## src/rmpc_pkg.sv

```systemverilog
// Summary of operation
// [RULE1] sample clock, debug, bus-fault selects at reset
// [RULE2] board drives the three selects during reset
// [RULE3] fault high, DATA1 low: 16-bit expanded
// [RULE4] 16-bit mode offers no ports A/B/G/H
// [RULE5] fault high, DATA1 high: 8-bit, port H
// [RULE6] 8-bit mode: upper data byte is bus
// [RULE7] 8-bit mode: address lines stay address outputs
// [RULE8] 8-bit mode: emulator mode always disabled
// [RULE9] single-chip: no bus, ports A/B/G/H
// [RULE10] expanded: latched data lines pick pin functions
// [RULE11] software may later rewrite pin assignments
// [RULE12] board pulls data line low for alternate
// [RULE13] 16-bit: boot width, bus request, ports E/F
// [RULE14] 16-bit: low lines add upper address pins
// [RULE15] emulator select needs DATA10 and DATA1 low
// [RULE16] ROM emulation select needs DATA13/10/1 low
// [RULE17] DATA11 low enables factory slave mode; code enables it only in the expanded modes
// [RULE18] 8-bit: boot 8-bit, fixed selects, E/F chosen
// [RULE19] read-only slave status follows latched DATA11; code holds it low in single-chip mode
// [RULE20] capture at reset release, hold until reset
package rmpc_pkg;

    // data lines sampled at reset
    localparam int DATA_W            = 16;
    // positions of the configuration selects on the data lines
    localparam int SEL_BOOT_8BIT     = 0;
    localparam int SEL_MODE_WIDTH    = 1;
    localparam int SEL_BUS_REQUEST   = 2;
    localparam int SEL_UPPER_ADDR_LO = 3;
    localparam int UPPER_ADDR_W      = 5;
    localparam int SEL_PORT_E        = 8;
    localparam int SEL_PORT_F        = 9;
    localparam int SEL_EMULATOR      = 10;
    localparam int SEL_SLAVE         = 11;
    localparam int SEL_ROM_EMU       = 13;
    // positions inside the synchronised pin vector
    localparam int PIN_CLK_SRC       = 16;
    localparam int PIN_DEBUG         = 17;
    localparam int PIN_BUS_FAULT     = 18;
    localparam int PIN_W             = 19;
    // pin assignment register width and values
    localparam int ASSIGN_W          = 8;
    localparam logic [ASSIGN_W-1:0] ASSIGN_ALL_PORT = 8'hff;
    localparam logic [ASSIGN_W-1:0] ASSIGN_ALL_BUS  = 8'h00;
    // reset values of the configuration outputs
    localparam logic [ASSIGN_W-1:0]     RST_ASSIGN     = 8'h00;
    localparam logic [UPPER_ADDR_W-1:0] RST_UPPER_ADDR = 5'h00;
    localparam logic                    RST_FLAG       = 1'b0;

    // operating modes
    typedef enum logic [1:0] {
        MODE_SINGLE,
        MODE_EXP8,
        MODE_EXP16
    } rmpc_mode_t;

    // a low line turns its own and every lower upper line into address
    function automatic logic [UPPER_ADDR_W-1:0] rmpc_upper_addr_mask(
        input logic [UPPER_ADDR_W-1:0] selLevels
    );
        logic [UPPER_ADDR_W-1:0] mask;
        logic                    anyLow;
        mask   = RST_UPPER_ADDR;
        anyLow = 1'b0;
        for (int i = UPPER_ADDR_W - 1; i >= 0; i--) begin
            anyLow  = anyLow | ~selLevels[i];
            mask[i] = anyLow;
        end
        return mask;
    endfunction

endpackage

```

## src/rmpc_pin_sync.sv

```systemverilog
`timescale 1ns/1ps
// two-stage synchroniser for the reset select pins
module rmpc_pin_sync (
    input  wire logic                       core_clk,
    input  wire logic                       clkEn,
    input  wire logic [rmpc_pkg::PIN_W-1:0] pinAsync,
    output logic      [rmpc_pkg::PIN_W-1:0] pinSync
);
    // no reset here on purpose: the stages must keep sampling while
    // reset is held so the levels are ready at its release
    logic [rmpc_pkg::PIN_W-1:0] stageOne;  // metastability stage, read only by stage two
    logic [rmpc_pkg::PIN_W-1:0] stageTwo;  // settled copy

    genvar g;
    generate
        for (g = 0; g < rmpc_pkg::PIN_W; g++) begin : gSync
            // one pair of flops per pin
            always_ff @(posedge core_clk) begin
                if (clkEn) begin
                    stageOne[g] <= pinAsync[g];
                    stageTwo[g] <= stageOne[g];
                end
            end
        end
    endgenerate

    assign pinSync = stageTwo;
endmodule

```

## src/rmpc_mode_decode.sv

```systemverilog
`timescale 1ns/1ps
// combinational map from sampled select levels to pin functions
module rmpc_mode_decode (
    input  wire logic [rmpc_pkg::PIN_W-1:0]        pinLevels,
    output rmpc_pkg::rmpc_mode_t                   modeD,
    output logic                                   clockIsSynthD,
    output logic                                   backgroundEnD,
    output logic                                   addrBusEnD,
    output logic                                   dataHiBusEnD,
    output logic                                   dataLoBusEnD,
    output logic                                   portAEnD,
    output logic                                   portBEnD,
    output logic                                   portGEnD,
    output logic                                   portHEnD,
    output logic                                   bootCs8BitD,
    output logic                                   busRequestEnD,
    output logic      [rmpc_pkg::UPPER_ADDR_W-1:0] upperAddrEnD,
    output logic      [rmpc_pkg::ASSIGN_W-1:0]     portEAssignD,
    output logic      [rmpc_pkg::ASSIGN_W-1:0]     portFAssignD,
    output logic                                   emulatorSelEnD,
    output logic                                   romEmuSelEnD,
    output logic                                   slaveModeEnD
);
    // named views of the pin vector
    wire logic [rmpc_pkg::DATA_W-1:0] data     = pinLevels[rmpc_pkg::DATA_W-1:0];
    wire logic                        busFault = pinLevels[rmpc_pkg::PIN_BUS_FAULT];
    // mode qualifiers
    wire logic isExp  = busFault;                                    // RULE1
    wire logic is16   = busFault & ~data[rmpc_pkg::SEL_MODE_WIDTH];  // RULE3
    wire logic is8    = busFault & data[rmpc_pkg::SEL_MODE_WIDTH];   // RULE5

    // mode selection, single-chip wins when the fault line is low
    assign modeD = !isExp ? rmpc_pkg::MODE_SINGLE :
                   (is8 ? rmpc_pkg::MODE_EXP8 : rmpc_pkg::MODE_EXP16);
    // clock source and debug: high means synthesized, low means debug on
    assign clockIsSynthD = pinLevels[rmpc_pkg::PIN_CLK_SRC];  // RULE1
    assign backgroundEnD = ~pinLevels[rmpc_pkg::PIN_DEBUG];   // RULE1
    // bus and port ownership of address and data pins
    assign addrBusEnD   = isExp;   // RULE3 RULE7
    assign dataHiBusEnD = isExp;   // RULE6
    assign dataLoBusEnD = is16;    // RULE3
    assign portAEnD     = ~isExp;  // RULE4 RULE9
    assign portBEnD     = ~isExp;  // RULE4 RULE9
    assign portGEnD     = ~isExp;  // RULE4 RULE9
    assign portHEnD     = ~is16;   // RULE5 RULE9
    // boot select width only selectable in 16-bit mode
    assign bootCs8BitD   = ~is16 | ~data[rmpc_pkg::SEL_BOOT_8BIT];   // RULE13 RULE18
    assign busRequestEnD = is16 & ~data[rmpc_pkg::SEL_BUS_REQUEST];  // RULE13 RULE18
    // extra address lines replace chip selects only in 16-bit mode
    assign upperAddrEnD = is16 ?
        rmpc_pkg::rmpc_upper_addr_mask(data[rmpc_pkg::SEL_UPPER_ADDR_LO +: rmpc_pkg::UPPER_ADDR_W]) :
        rmpc_pkg::RST_UPPER_ADDR;  // RULE14
    // ports E and F: chosen by data lines when expanded, always in single-chip
    assign portEAssignD = (~isExp | ~data[rmpc_pkg::SEL_PORT_E]) ?
        rmpc_pkg::ASSIGN_ALL_PORT : rmpc_pkg::ASSIGN_ALL_BUS;  // RULE10 RULE13 RULE18
    assign portFAssignD = (~isExp | ~data[rmpc_pkg::SEL_PORT_F]) ?
        rmpc_pkg::ASSIGN_ALL_PORT : rmpc_pkg::ASSIGN_ALL_BUS;  // RULE10 RULE13 RULE18
    // emulation selects exist only in 16-bit expanded mode
    assign emulatorSelEnD = is16 & ~data[rmpc_pkg::SEL_EMULATOR];        // RULE8 RULE15
    assign romEmuSelEnD   = emulatorSelEnD & ~data[rmpc_pkg::SEL_ROM_EMU];  // RULE16
    // slave mode only reachable in an expanded mode
    assign slaveModeEnD   = isExp & ~data[rmpc_pkg::SEL_SLAVE];          // RULE17
endmodule

```

## src/rmpc_top.sv

```systemverilog
`timescale 1ns/1ps
// reset-time mode and pin configuration capture
module rmpc_top (
    input  wire logic                                   core_clk,
    input  wire logic                                   rst_b,
    input  wire logic                                   clkEn,
    input  wire logic                                   clockSourceSelectPin,
    input  wire logic                                   debugModeSelectPin,
    input  wire logic                                   busFaultLinePin,
    input  wire logic      [rmpc_pkg::DATA_W-1:0]       dataPins,
    input  wire logic                                   swPortEWr,
    input  wire logic      [rmpc_pkg::ASSIGN_W-1:0]     swPortEData,
    input  wire logic                                   swPortFWr,
    input  wire logic      [rmpc_pkg::ASSIGN_W-1:0]     swPortFData,
    output rmpc_pkg::rmpc_mode_t                        operatingMode,
    output logic                                        configValid,
    output logic                                        clockIsSynth,
    output logic                                        backgroundModeEn,
    output logic                                        addrBusEn,
    output logic                                        dataHiBusEn,
    output logic                                        dataLoBusEn,
    output logic                                        portAEn,
    output logic                                        portBEn,
    output logic                                        portGEn,
    output logic                                        portHEn,
    output logic                                        bootChipSelect8Bit,
    output logic                                        busRequestLineEn,
    output logic           [rmpc_pkg::UPPER_ADDR_W-1:0] upperAddrEn,
    output logic           [rmpc_pkg::ASSIGN_W-1:0]     portEAssign,
    output logic           [rmpc_pkg::ASSIGN_W-1:0]     portFAssign,
    output logic                                        emulatorSelectEn,
    output logic                                        romEmulationSelectEn,
    output logic                                        slaveModeEn,
    output logic                                        slaveEnableStatus
);

    // synchronised pin levels
    logic [rmpc_pkg::PIN_W-1:0] pinSync;

    // decoded next values, only loaded at capture
    rmpc_pkg::rmpc_mode_t              modeD;
    logic                              clockIsSynthD;
    logic                              backgroundEnD;
    logic                              addrBusEnD;
    logic                              dataHiBusEnD;
    logic                              dataLoBusEnD;
    logic                              portAEnD;
    logic                              portBEnD;
    logic                              portGEnD;
    logic                              portHEnD;
    logic                              bootCs8BitD;
    logic                              busRequestEnD;
    logic [rmpc_pkg::UPPER_ADDR_W-1:0] upperAddrEnD;
    logic [rmpc_pkg::ASSIGN_W-1:0]     portEAssignD;
    logic [rmpc_pkg::ASSIGN_W-1:0]     portFAssignD;
    logic                              emulatorSelEnD;
    logic                              romEmuSelEnD;
    logic                              slaveModeEnD;

    // held configuration
    rmpc_pkg::rmpc_mode_t              mode_q;
    logic                              valid_q;
    logic                              clockIsSynth_q;
    logic                              backgroundEn_q;
    logic                              addrBusEn_q;
    logic                              dataHiBusEn_q;
    logic                              dataLoBusEn_q;
    logic                              portAEn_q;
    logic                              portBEn_q;
    logic                              portGEn_q;
    logic                              portHEn_q;
    logic                              bootCs8Bit_q;
    logic                              busRequestEn_q;
    logic [rmpc_pkg::UPPER_ADDR_W-1:0] upperAddrEn_q;
    logic [rmpc_pkg::ASSIGN_W-1:0]     portEAssign_q;
    logic [rmpc_pkg::ASSIGN_W-1:0]     portFAssign_q;
    logic [rmpc_pkg::ASSIGN_W-1:0]     portEAssign_d;
    logic [rmpc_pkg::ASSIGN_W-1:0]     portFAssign_d;
    logic                              emulatorSelEn_q;
    logic                              romEmuSelEn_q;
    logic                              slaveModeEn_q;
    logic                              slaveStatus_q;

    // the selects have no internal default, so the board must hold them
    // for the whole of reset; the synchroniser keeps sampling meanwhile
    rmpc_pin_sync uSync (
        .core_clk (core_clk),
        .clkEn    (clkEn),
        .pinAsync ({busFaultLinePin, debugModeSelectPin, clockSourceSelectPin, dataPins}),  // RULE2 RULE12
        .pinSync  (pinSync)
    );

    // pure decode, kept apart so the capture stays one flop stage
    rmpc_mode_decode uDecode (
        .pinLevels      (pinSync),
        .modeD          (modeD),
        .clockIsSynthD  (clockIsSynthD),
        .backgroundEnD  (backgroundEnD),
        .addrBusEnD     (addrBusEnD),
        .dataHiBusEnD   (dataHiBusEnD),
        .dataLoBusEnD   (dataLoBusEnD),
        .portAEnD       (portAEnD),
        .portBEnD       (portBEnD),
        .portGEnD       (portGEnD),
        .portHEnD       (portHEnD),
        .bootCs8BitD    (bootCs8BitD),
        .busRequestEnD  (busRequestEnD),
        .upperAddrEnD   (upperAddrEnD),
        .portEAssignD   (portEAssignD),
        .portFAssignD   (portFAssignD),
        .emulatorSelEnD (emulatorSelEnD),
        .romEmuSelEnD   (romEmuSelEnD),
        .slaveModeEnD   (slaveModeEnD)
    );

    // capture strobe: first enabled edge after reset lets go
    wire logic captureNow = clkEn & ~valid_q;  // RULE20
    // software writes only count once the reset picture is held
    wire logic portEWrOk  = clkEn & valid_q & swPortEWr;  // RULE11
    wire logic portFWrOk  = clkEn & valid_q & swPortFWr;  // RULE11

    // pin assignment next values: capture, then software, else hold
    assign portEAssign_d = captureNow ? portEAssignD :
                           (portEWrOk ? swPortEData : portEAssign_q);  // RULE10 RULE11
    assign portFAssign_d = captureNow ? portFAssignD :
                           (portFWrOk ? swPortFData : portFAssign_q);  // RULE10 RULE11

    // valid flag never drops until the next reset
    always_ff @(posedge core_clk or negedge rst_b) begin
        if (!rst_b) begin
            valid_q <= rmpc_pkg::RST_FLAG;
        end else if (captureNow) begin
            valid_q <= 1'b1;  // RULE20
        end
    end

    // mode, clock and debug selection
    always_ff @(posedge core_clk or negedge rst_b) begin
        if (!rst_b) begin
            mode_q         <= rmpc_pkg::MODE_SINGLE;
            clockIsSynth_q <= rmpc_pkg::RST_FLAG;
            backgroundEn_q <= rmpc_pkg::RST_FLAG;
        end else if (captureNow) begin
            mode_q         <= modeD;          // RULE3 RULE5 RULE9
            clockIsSynth_q <= clockIsSynthD;  // RULE1
            backgroundEn_q <= backgroundEnD;  // RULE1
        end
    end

    // address and data bus versus port ownership
    always_ff @(posedge core_clk or negedge rst_b) begin
        if (!rst_b) begin
            addrBusEn_q   <= rmpc_pkg::RST_FLAG;
            dataHiBusEn_q <= rmpc_pkg::RST_FLAG;
            dataLoBusEn_q <= rmpc_pkg::RST_FLAG;
            portAEn_q     <= rmpc_pkg::RST_FLAG;
            portBEn_q     <= rmpc_pkg::RST_FLAG;
            portGEn_q     <= rmpc_pkg::RST_FLAG;
            portHEn_q     <= rmpc_pkg::RST_FLAG;
        end else if (captureNow) begin
            addrBusEn_q   <= addrBusEnD;    // RULE7
            dataHiBusEn_q <= dataHiBusEnD;  // RULE6
            dataLoBusEn_q <= dataLoBusEnD;  // RULE3
            portAEn_q     <= portAEnD;      // RULE9
            portBEn_q     <= portBEnD;      // RULE9
            portGEn_q     <= portGEnD;      // RULE9
            portHEn_q     <= portHEnD;      // RULE5
        end
    end

    // chip-select area functions
    always_ff @(posedge core_clk or negedge rst_b) begin
        if (!rst_b) begin
            bootCs8Bit_q   <= rmpc_pkg::RST_FLAG;
            busRequestEn_q <= rmpc_pkg::RST_FLAG;
            upperAddrEn_q  <= rmpc_pkg::RST_UPPER_ADDR;
        end else if (captureNow) begin
            bootCs8Bit_q   <= bootCs8BitD;    // RULE13 RULE18
            busRequestEn_q <= busRequestEnD;  // RULE13
            upperAddrEn_q  <= upperAddrEnD;   // RULE14
        end
    end

    // pin assignment registers: seeded at capture, writable after
    always_ff @(posedge core_clk or negedge rst_b) begin
        if (!rst_b) begin
            portEAssign_q <= rmpc_pkg::RST_ASSIGN;
            portFAssign_q <= rmpc_pkg::RST_ASSIGN;
        end else if (clkEn) begin
            portEAssign_q <= portEAssign_d;  // RULE11
            portFAssign_q <= portFAssign_d;  // RULE11
        end
    end

    // emulation and factory slave mode
    always_ff @(posedge core_clk or negedge rst_b) begin
        if (!rst_b) begin
            emulatorSelEn_q <= rmpc_pkg::RST_FLAG;
            romEmuSelEn_q   <= rmpc_pkg::RST_FLAG;
            slaveModeEn_q   <= rmpc_pkg::RST_FLAG;
            slaveStatus_q   <= rmpc_pkg::RST_FLAG;
        end else if (captureNow) begin
            emulatorSelEn_q <= emulatorSelEnD;  // RULE15
            romEmuSelEn_q   <= romEmuSelEnD;    // RULE16
            slaveModeEn_q   <= slaveModeEnD;    // RULE17
            slaveStatus_q   <= slaveModeEnD;    // RULE19
        end
    end

    // outputs straight from the holding flops
    assign operatingMode        = mode_q;
    assign configValid          = valid_q;
    assign clockIsSynth         = clockIsSynth_q;
    assign backgroundModeEn     = backgroundEn_q;
    assign addrBusEn            = addrBusEn_q;
    assign dataHiBusEn          = dataHiBusEn_q;
    assign dataLoBusEn          = dataLoBusEn_q;
    assign portAEn              = portAEn_q;
    assign portBEn              = portBEn_q;
    assign portGEn              = portGEn_q;
    assign portHEn              = portHEn_q;
    assign bootChipSelect8Bit   = bootCs8Bit_q;
    assign busRequestLineEn     = busRequestEn_q;
    assign upperAddrEn          = upperAddrEn_q;
    assign portEAssign          = portEAssign_q;
    assign portFAssign          = portFAssign_q;
    assign emulatorSelectEn     = emulatorSelEn_q;
    assign romEmulationSelectEn = romEmuSelEn_q;
    assign slaveModeEn          = slaveModeEn_q;
    assign slaveEnableStatus    = slaveStatus_q;
endmodule

```

## config.mk

```make
export PLATFORM = sky130hd
export DESIGN_NAME = rmpc_top
export DESIGN_NICKNAME = d
export VERILOG_FILES = /design/src/rmpc_pkg.sv /design/src/rmpc_pin_sync.sv /design/src/rmpc_mode_decode.sv /design/src/rmpc_top.sv
export SDC_FILE = /design/constraint.sdc
export NUM_CORES = 1
export LEC_CHECK = 0
export BUFFER_PORTS_ARGS = -buffer_cell sky130_fd_sc_hd__buf_2
export CAP_MARGIN = 20
export CORE_MARGIN = 2
export CORE_UTILIZATION = 55
export CTS_BUF_LIST = sky130_fd_sc_hd__clkbuf_8
export DETAILED_ROUTE_END_ITERATION = 8
export PLACE_DENSITY = 0.83
export SETUP_SLACK_MARGIN = 0.1
export SLEW_MARGIN = 20
export SYNTH_ARGS = -nofsm -noshare
export SYNTH_HDL_FRONTEND = slang
export SYNTH_HIERARCHICAL = 1
export SYNTH_SLANG_ARGS = --single-unit
```

## constraint.sdc

```tcl
create_clock -name core_clk -period 1.8 [get_ports core_clk]
set_clock_uncertainty 0.05 [all_clocks]
set_input_delay 0.09 -clock core_clk [delete_from_list [all_inputs] [get_ports core_clk]]
set_output_delay 0.09 -clock core_clk [all_outputs]
set_load 0.02 [all_outputs]
```

---- Yosys cells after proc, flatten, opt, wreduce, memory -nomap -nowiden ----
Index checks and enable logic that the tools add are counted.
cells by class
  mux-type cells .......................... 9
  bitwise operators ....................... 34
  reductions and logical operators ........ 4
operators with widths
  cell               count
  $mux 8             6
  $not 1->1          17
  $and 1x1->1        10
  $or 1x1->1         7
  $mux 5             1
  $mux 2             2
  $reduce_and 2->1   2
  $reduce_bool 2->1  2
word-level totals
  flip-flop bits (word level) ............. 67
  input bits .............................. 40
  output and inout bits ................... 39

---- Logic depth before layout (Yosys ltp) ----
Gate-level depths: netlist (run 1).
  depth in word-level cells ............... 6
  mapped depth ............................ 6
  gate-level depth less buffers ........... 4

---- By module ----
The synthesis (run 1) kept the hierarchy.
by module, submodules not included
  module            instances  cells each  area an instance (µm²)
  rmpc_top          1          122         1632.8
  rmpc_pin_sync     1          38          1141.1
  rmpc_mode_decode  1          39          272.8

---- Worst setup path before layout (run 1) ----
Ideal clock, no wire load.
  path kind ............................... register -> register
  start ................................... register valid_q (netlist: configValid)
  end ..................................... register addrBusEn_q (netlist: addrBusEn)
  data arrival time ....................... 1.292 ns
  path slack .............................. 0.332 ns
  stages on the path, launching flop included .. 6
  buffers on the path ..................... 3
  period minus slack after synthesis ...... 1.468 ns
  cell sequence ........................... dfrtp_1 buf_6 nand2b_4 buf_6 buf_8 mux2_4
between the ends
  cells in the longest elaborated chain, start to end .. 2
RTL lines
  item                    line             RTL
  start, declared         rmpc_top.sv:62   logic valid_q;
  start signal, assigned  rmpc_top.sv:131  valid_q <= rmpc_pkg::RST_FLAG;
  $not 1->1               rmpc_top.sv:117  wire logic captureNow = clkEn & ~valid_q;
  $and 1x1->1             rmpc_top.sv:117
  end signal, assigned    rmpc_top.sv:153  addrBusEn_q <= rmpc_pkg::RST_FLAG;
  end signal, assigned    rmpc_top.sv:161  addrBusEn_q <= addrBusEnD;
  end, declared           rmpc_top.sv:65   logic addrBusEn_q;
Every way passes these cells.
A chain may end at the register's enable or synchronous reset.

---- Worst setup path in the final report (run 1) ----
  start ................................... register valid_q (netlist: configValid)
  end ..................................... register emulatorSelEn_q (netlist: emulatorSelectEn)
between the ends
  cells in the longest elaborated chain, start to end .. 2
RTL lines
  item                  line             RTL
  $not 1->1             rmpc_top.sv:117
  $and 1x1->1           rmpc_top.sv:117
  end signal, assigned  rmpc_top.sv:198  emulatorSelEn_q <= rmpc_pkg::RST_FLAG;
  end signal, assigned  rmpc_top.sv:203  emulatorSelEn_q <= emulatorSelEnD;
  end, declared         rmpc_top.sv:79   logic emulatorSelEn_q;
Every way passes these cells.

==> results of run 1 <==
worst paths after layout:
| path | from | to |
|---|---|---|
| max | configValid | emulatorSelectEn |
| min | swPortFData[2] | portFAssign[2] |
| max reg2reg | configValid | emulatorSelectEn |
| min reg2reg | uSync/stageOne[3] | uSync/pinSync[3] |
| max in group asynchronous | rst_b | addrBusEn |
| min in group asynchronous | rst_b | portFAssign[6] |
sequential cells by signal, summed over array words and instances, names as in the netlist, 2 cells and up:
| name | cells |
|---|---|
| operatingMode | 2 |
| portEAssign | 8 |
| portFAssign | 8 |
| uSync/pinSync | 16 |
| uSync/stageOne | 16 |
| upperAddrEn | 5 |
power by group:
group | total, W | switching [W] | internal (W)
combinational | 0.000519 | 0.000290 | 0.000229
clock | 0.00134 | 0.000570 | 0.000772
sequential | 0.00191 | 0.0000850 | 0.00183
total | 0.00378 | 0.000944 | 0.00283
worst reg2reg max path, cell delays in order, from the launching register on:
cell and delay [ps]:
dfrtp_1 350, nand2b_4 480, mux2_2 410
final cells by class:
cell class                 instances  area (um^2)
tap                               70         87.6
clock inverter                     7         90.1
multi-input combinational         88          697
inverter                           3         11.3
timing repair buffer             103          643
sequential                        70         1910
clock buffer                       9          124
fill                             378         1510
metrics by stage:
step           utilization, %  instance area, um^2  worst slack, ps  power, W  instances
2_1_floorplan               -                 2870              332   0.00225        193
3_3_place_gp             61.5                 3120              435   0.00240        311
3_5_place_dp             61.5                 3120              395   0.00243        311
4_1_cts                  70.2                 3560              396   0.00381        350
5_1_grt                  70.2                 3560              306   0.00393        350
6_report                 70.2                 3560              396   0.00378        350
cells in the final DEF (no fill, tap or decap):
cell type       n
mux2_2          7
dfrtp_1        38
a21oi_1        16
bufinv_16       2
inv_1           3
mux2_4         14
inv_2           1
nand2b_1        1
a31oi_4         1
edfxtp_1       32
nand2b_4        1
buf_2          75
dlygate4sd3_1  23
nand2_1         5
nor3_2          1
and4_1          1
clkbuf_8        9
clkinvlp_4      1
or2_2           1
buf_4           5
clkinv_4        1
o22ai_1        32
clkinv_2        2
and2_1          1
nor2_1          5
a21oi_2         2
metal layers:
layer | GRT usage (%) | wire length [um] | vias to the layer above
met4 | 10.4 | 79 | 0
li1 | - | - | 857
met2 | 37.2 | 3050 | 62
met5 | 0 | 0 | -
met3 | 4.62 | 250 | 7
met1 | 23.9 | 2240 | 903
timing repair:
action                     in CTS  in global routing
hold buffers                   23                  0
setup endpoints to repair       0                  0
hold endpoints to repair       60                  0
==> flow_summary.yaml, run 1 <==
timing:
  drv_slew: 0
  relSlewSlack_pct: 63.4
  min_period_ps: 1400
  rsz0062_at_grt: "false"
  fmax_ghz: 0.712
  period_share_pct: 78.0
  setup-tns-final_ps: 0
  hold_slack_ps: 18.7
  tightest_slew_ps: 549
  hold_viol: 0
  setup_viol: 0
clock_tree:
  cts_htree_levels: 3
  cts_tree: "built"
  clkSinkCount: 70
  worstSkewPairLatency_ps: 330
  clkSlewWorstSetupHoldPaths_ps: 70
  cts_root_buffer: "clkbuf_8"
  cts_setup_buffers: 0
  post_cts_resized: 0
  numCtsBuffers: 9
  cts.path.max_buffers: 2
synth:
  synth_area_per_cell_um2: 14.9
  syn_inst: 193
  syn-cell-area_um2: 2870
  yosysWarnings: 6
  synth_nets: 233
routing:
  via_per_inst: 5.23
  dr.pass1.iters: 4
  drcViolationCount: 0
  wl_per_cell_um: 16.0
  ant_nets: 0
  dr_total_vias: 1829
  first_iter_violations: 66
  wl_um: 5620
setup_path:
  r2r_setup_slack_ps: 400
  endpoint_kind: "flip-flop"
  critical_path.max_stage_delay_ps: 480
  worst-path-max-fanout: 37
  cp.required_ps: 1970
  crit_buf_inv: 0
  arrival_ps: 1570
  slowest_stage: "nand2b_4"
  cp_top_family: "simple AND/OR/NAND/NOR gates"
  start_kind: "flip-flop"
  path_cells: "nand2b_4 > mux2_2"
  worstSetupPathType: "flip-flop to flip-flop"
  cp.depth: 2
  reg2regPathDepth: 2
floorplan:
  die_w_um: 76.2
  chipHeight_um: 76.2
  start_util_pct: 56.5
  row_count: 26
  core_area_um2: 5070
  ios: 79
  die_area_um2: 5800
cells_and_area:
  drive_above_1_share_pct: 43.9
  syn2layout_area_growth_pct: 24.4
  nets: 315
  n_antenna_cell: 0
job:
  drv_cap: 0
place:
  place_hpwl_um: 3290
  gp_congestion: 0.802
  port_buffers: 75
power_and_ir_drop:
  power_density_nw_per_um2: 1060
  peakVddDrop_uv: 626
  power_leakage_nw: 1.64
global_route:
  grt_pass1_wl_um: 9160
  grt_max_degree: 39
  grt_pass1_vias: 1900
  antenna_found_initial: 0
  grt_overflow: 0
  grt.total_usage_pct: 20.9
min_path:
  whs_path_depth: 3
  min_path_type: "input port to flip-flop"
outcome:
  status: "finished clean"
Note: power is estimated with default switching activity, not from simulation.
==> run 2: changes to the inputs <==
CORE_UTILIZATION = 49   (was 55)
PLACE_DENSITY = 0.78   (was 0.83)
clock period = 1.25 ns   (was 1.8 ns; I/O delays follow)
==> flow_summary.yaml, run 2 (same netlist as run 1, synthesis figures left out) <==
setup_path:
  worstSetupPathType: "flip-flop to flip-flop"
  arrival_ps: 1360
  start_kind: "flip-flop"
  cp.required_ps: 1420
  worst-path-max-fanout: 21
  endpoint_kind: "flip-flop"
outcome:
  status: "finished clean"
clock_tree:
  cts_htree_levels: 3
  cts.path.max_buffers: 2
  clkSlewWorstSetupHoldPaths_ps: 70
  cts_root_buffer: "clkbuf_8"
  worstSkewPairLatency_ps: 330
  cts_tree: "built"
  numCtsBuffers: 9
  clkSinkCount: 70
global_route:
  grt_max_degree: 39
  antenna_found_initial: 0
  grt_overflow: 0
  grt_pass1_vias: 1939
  grt.total_usage_pct: 18.8
  grt_pass1_wl_um: 8980
min_path:
  min_path_type: "input port to flip-flop"
power_and_ir_drop:
  power_leakage_nw: 1.76
  peakVddDrop_uv: 902
  power_w: 0.00548
  power_density_nw_per_um2: 1450
timing:
  drv_slew: 0
  period_share_pct: 95.9
  fin_ws_ps: 50.8
  rsz0062_at_grt: "true"
  fmax_ghz: 0.834
  hold_viol: 0
  relSlewSlack_pct: 68.0
  setup_viol: 0
  tightest_slew_ps: 480
  min_period_ps: 1200
routing:
  first_iter_violations: 77
  drcViolationCount: 0
  wl_um: 5530
  ant_nets: 0
  dr_total_vias: 1864
  via_per_inst: 5.04
  dr.pass1.iters: 4
  wl_per_cell_um: 15.0
floorplan:
  row_count: 27
  ios: 79
  die_area_um2: 6480
  die_w_um: 80.5
  chipHeight_um: 80.5
  start_util_pct: 51.4
  core_area_um2: 5570
job:
  drv_cap: 0
cells_and_area:
  fillers: 409
  most-common-layout-cells: "buf_2, dfrtp_1, o22ai_1, dlygate4sd3_1, edfxtp_1"
  drive_above_1_share_pct: 45.6
  n_antenna_cell: 0
  final_common_cell: "buf_2"
  nets: 333
  syn2layout_area_growth_pct: 32.0
place:
  gp_congestion: 0.717
  pre_cts_ws_ps: 58.2
  place_hpwl_um: 3430
  port_buffers: 75
==> run 2: changes by cell type in the layout (fill, tap and decap cells not counted), moves of 2 or more <==
cell | previous run | this run
nand2_4 | 0 | 2
dlygate4sd3_1 | 23 | 32
nand2_1 | 5 | 3
buf_12 | 0 | 2
buf_4 | 5 | 11
buf_6 | 0 | 2
==> run 2: worst paths after layout <==
kind                       cells after the start                end               start  slack [ps]
setup / recovery                               3   backgroundModeEn         configValid          50
max in group asynchronous                      3        configValid               rst_b         520
setup reg to reg                               3   backgroundModeEn         configValid          50
hold reg to reg                                0  uSync/pinSync[16]  uSync/stageOne[16]         370
min in group asynchronous                      3            portGEn               rst_b         260
hold / removal                                 3     portFAssign[2]      swPortFData[2]          30
==> run 2: power by group <==
part           switching (W)  internal (W)
clock network       0.000766       0.00116
registers           0.000121       0.00264
logic               0.000431      0.000373
==> run 2: per-stage QoR <==
step | cell area [um^2] | hold slack (ps) | TNS [ps] | instances | util, %
5_1_grt | 3780 | 17.0 | 0 | 370 | 67.9
6_report | 3780 | 26.9 | 0 | 370 | 67.9
3_3_place_gp | 3220 | 89.3 | 0 | 322 | 57.7
2_1_floorplan | 2870 | -283 | -4060 | 193 | -
4_1_cts | 3760 | 9.02 | 0 | 370 | 67.5
3_5_place_dp | 3220 | 94.5 | 0 | 322 | 57.7
==> run 2: worst max-delay path, stage by stage (launching register included) <==
cell and delay [ps]:
dfrtp_2 400, nand2b_4 160, buf_12 160, mux2_4 310
==> run 2: timing repair <==
action | in CTS | in global routing
endpoints found under the hold margin | 69 | 0
hold buffers | 32 | 0
gates resized for setup | 3 | 6
endpoints found under the setup margin | 29 | 26
buffers inserted | 0 | 0
==> run 2: area by class of cell <==
cell class                 instances  area, um^2  area share, %
sequential                        70        1910           50.5
multi-input combinational         88         719           19.0
inverter                           3        11.3          0.298
tap                               72        90.1           2.38
clock inverter                     6        77.6           2.05
clock buffer                      10         138           3.64
timing repair buffer             121         836           22.1
==> run 2: routing by layer <==
metal	wire (um)	vias to the layer above	GRT usage [%]
li1	-	893	-
met1	2330	915	22.1
met2	2880	54	32.3
met3	302	2	6.29
met4	23	0	6.10
met5	0	-	0
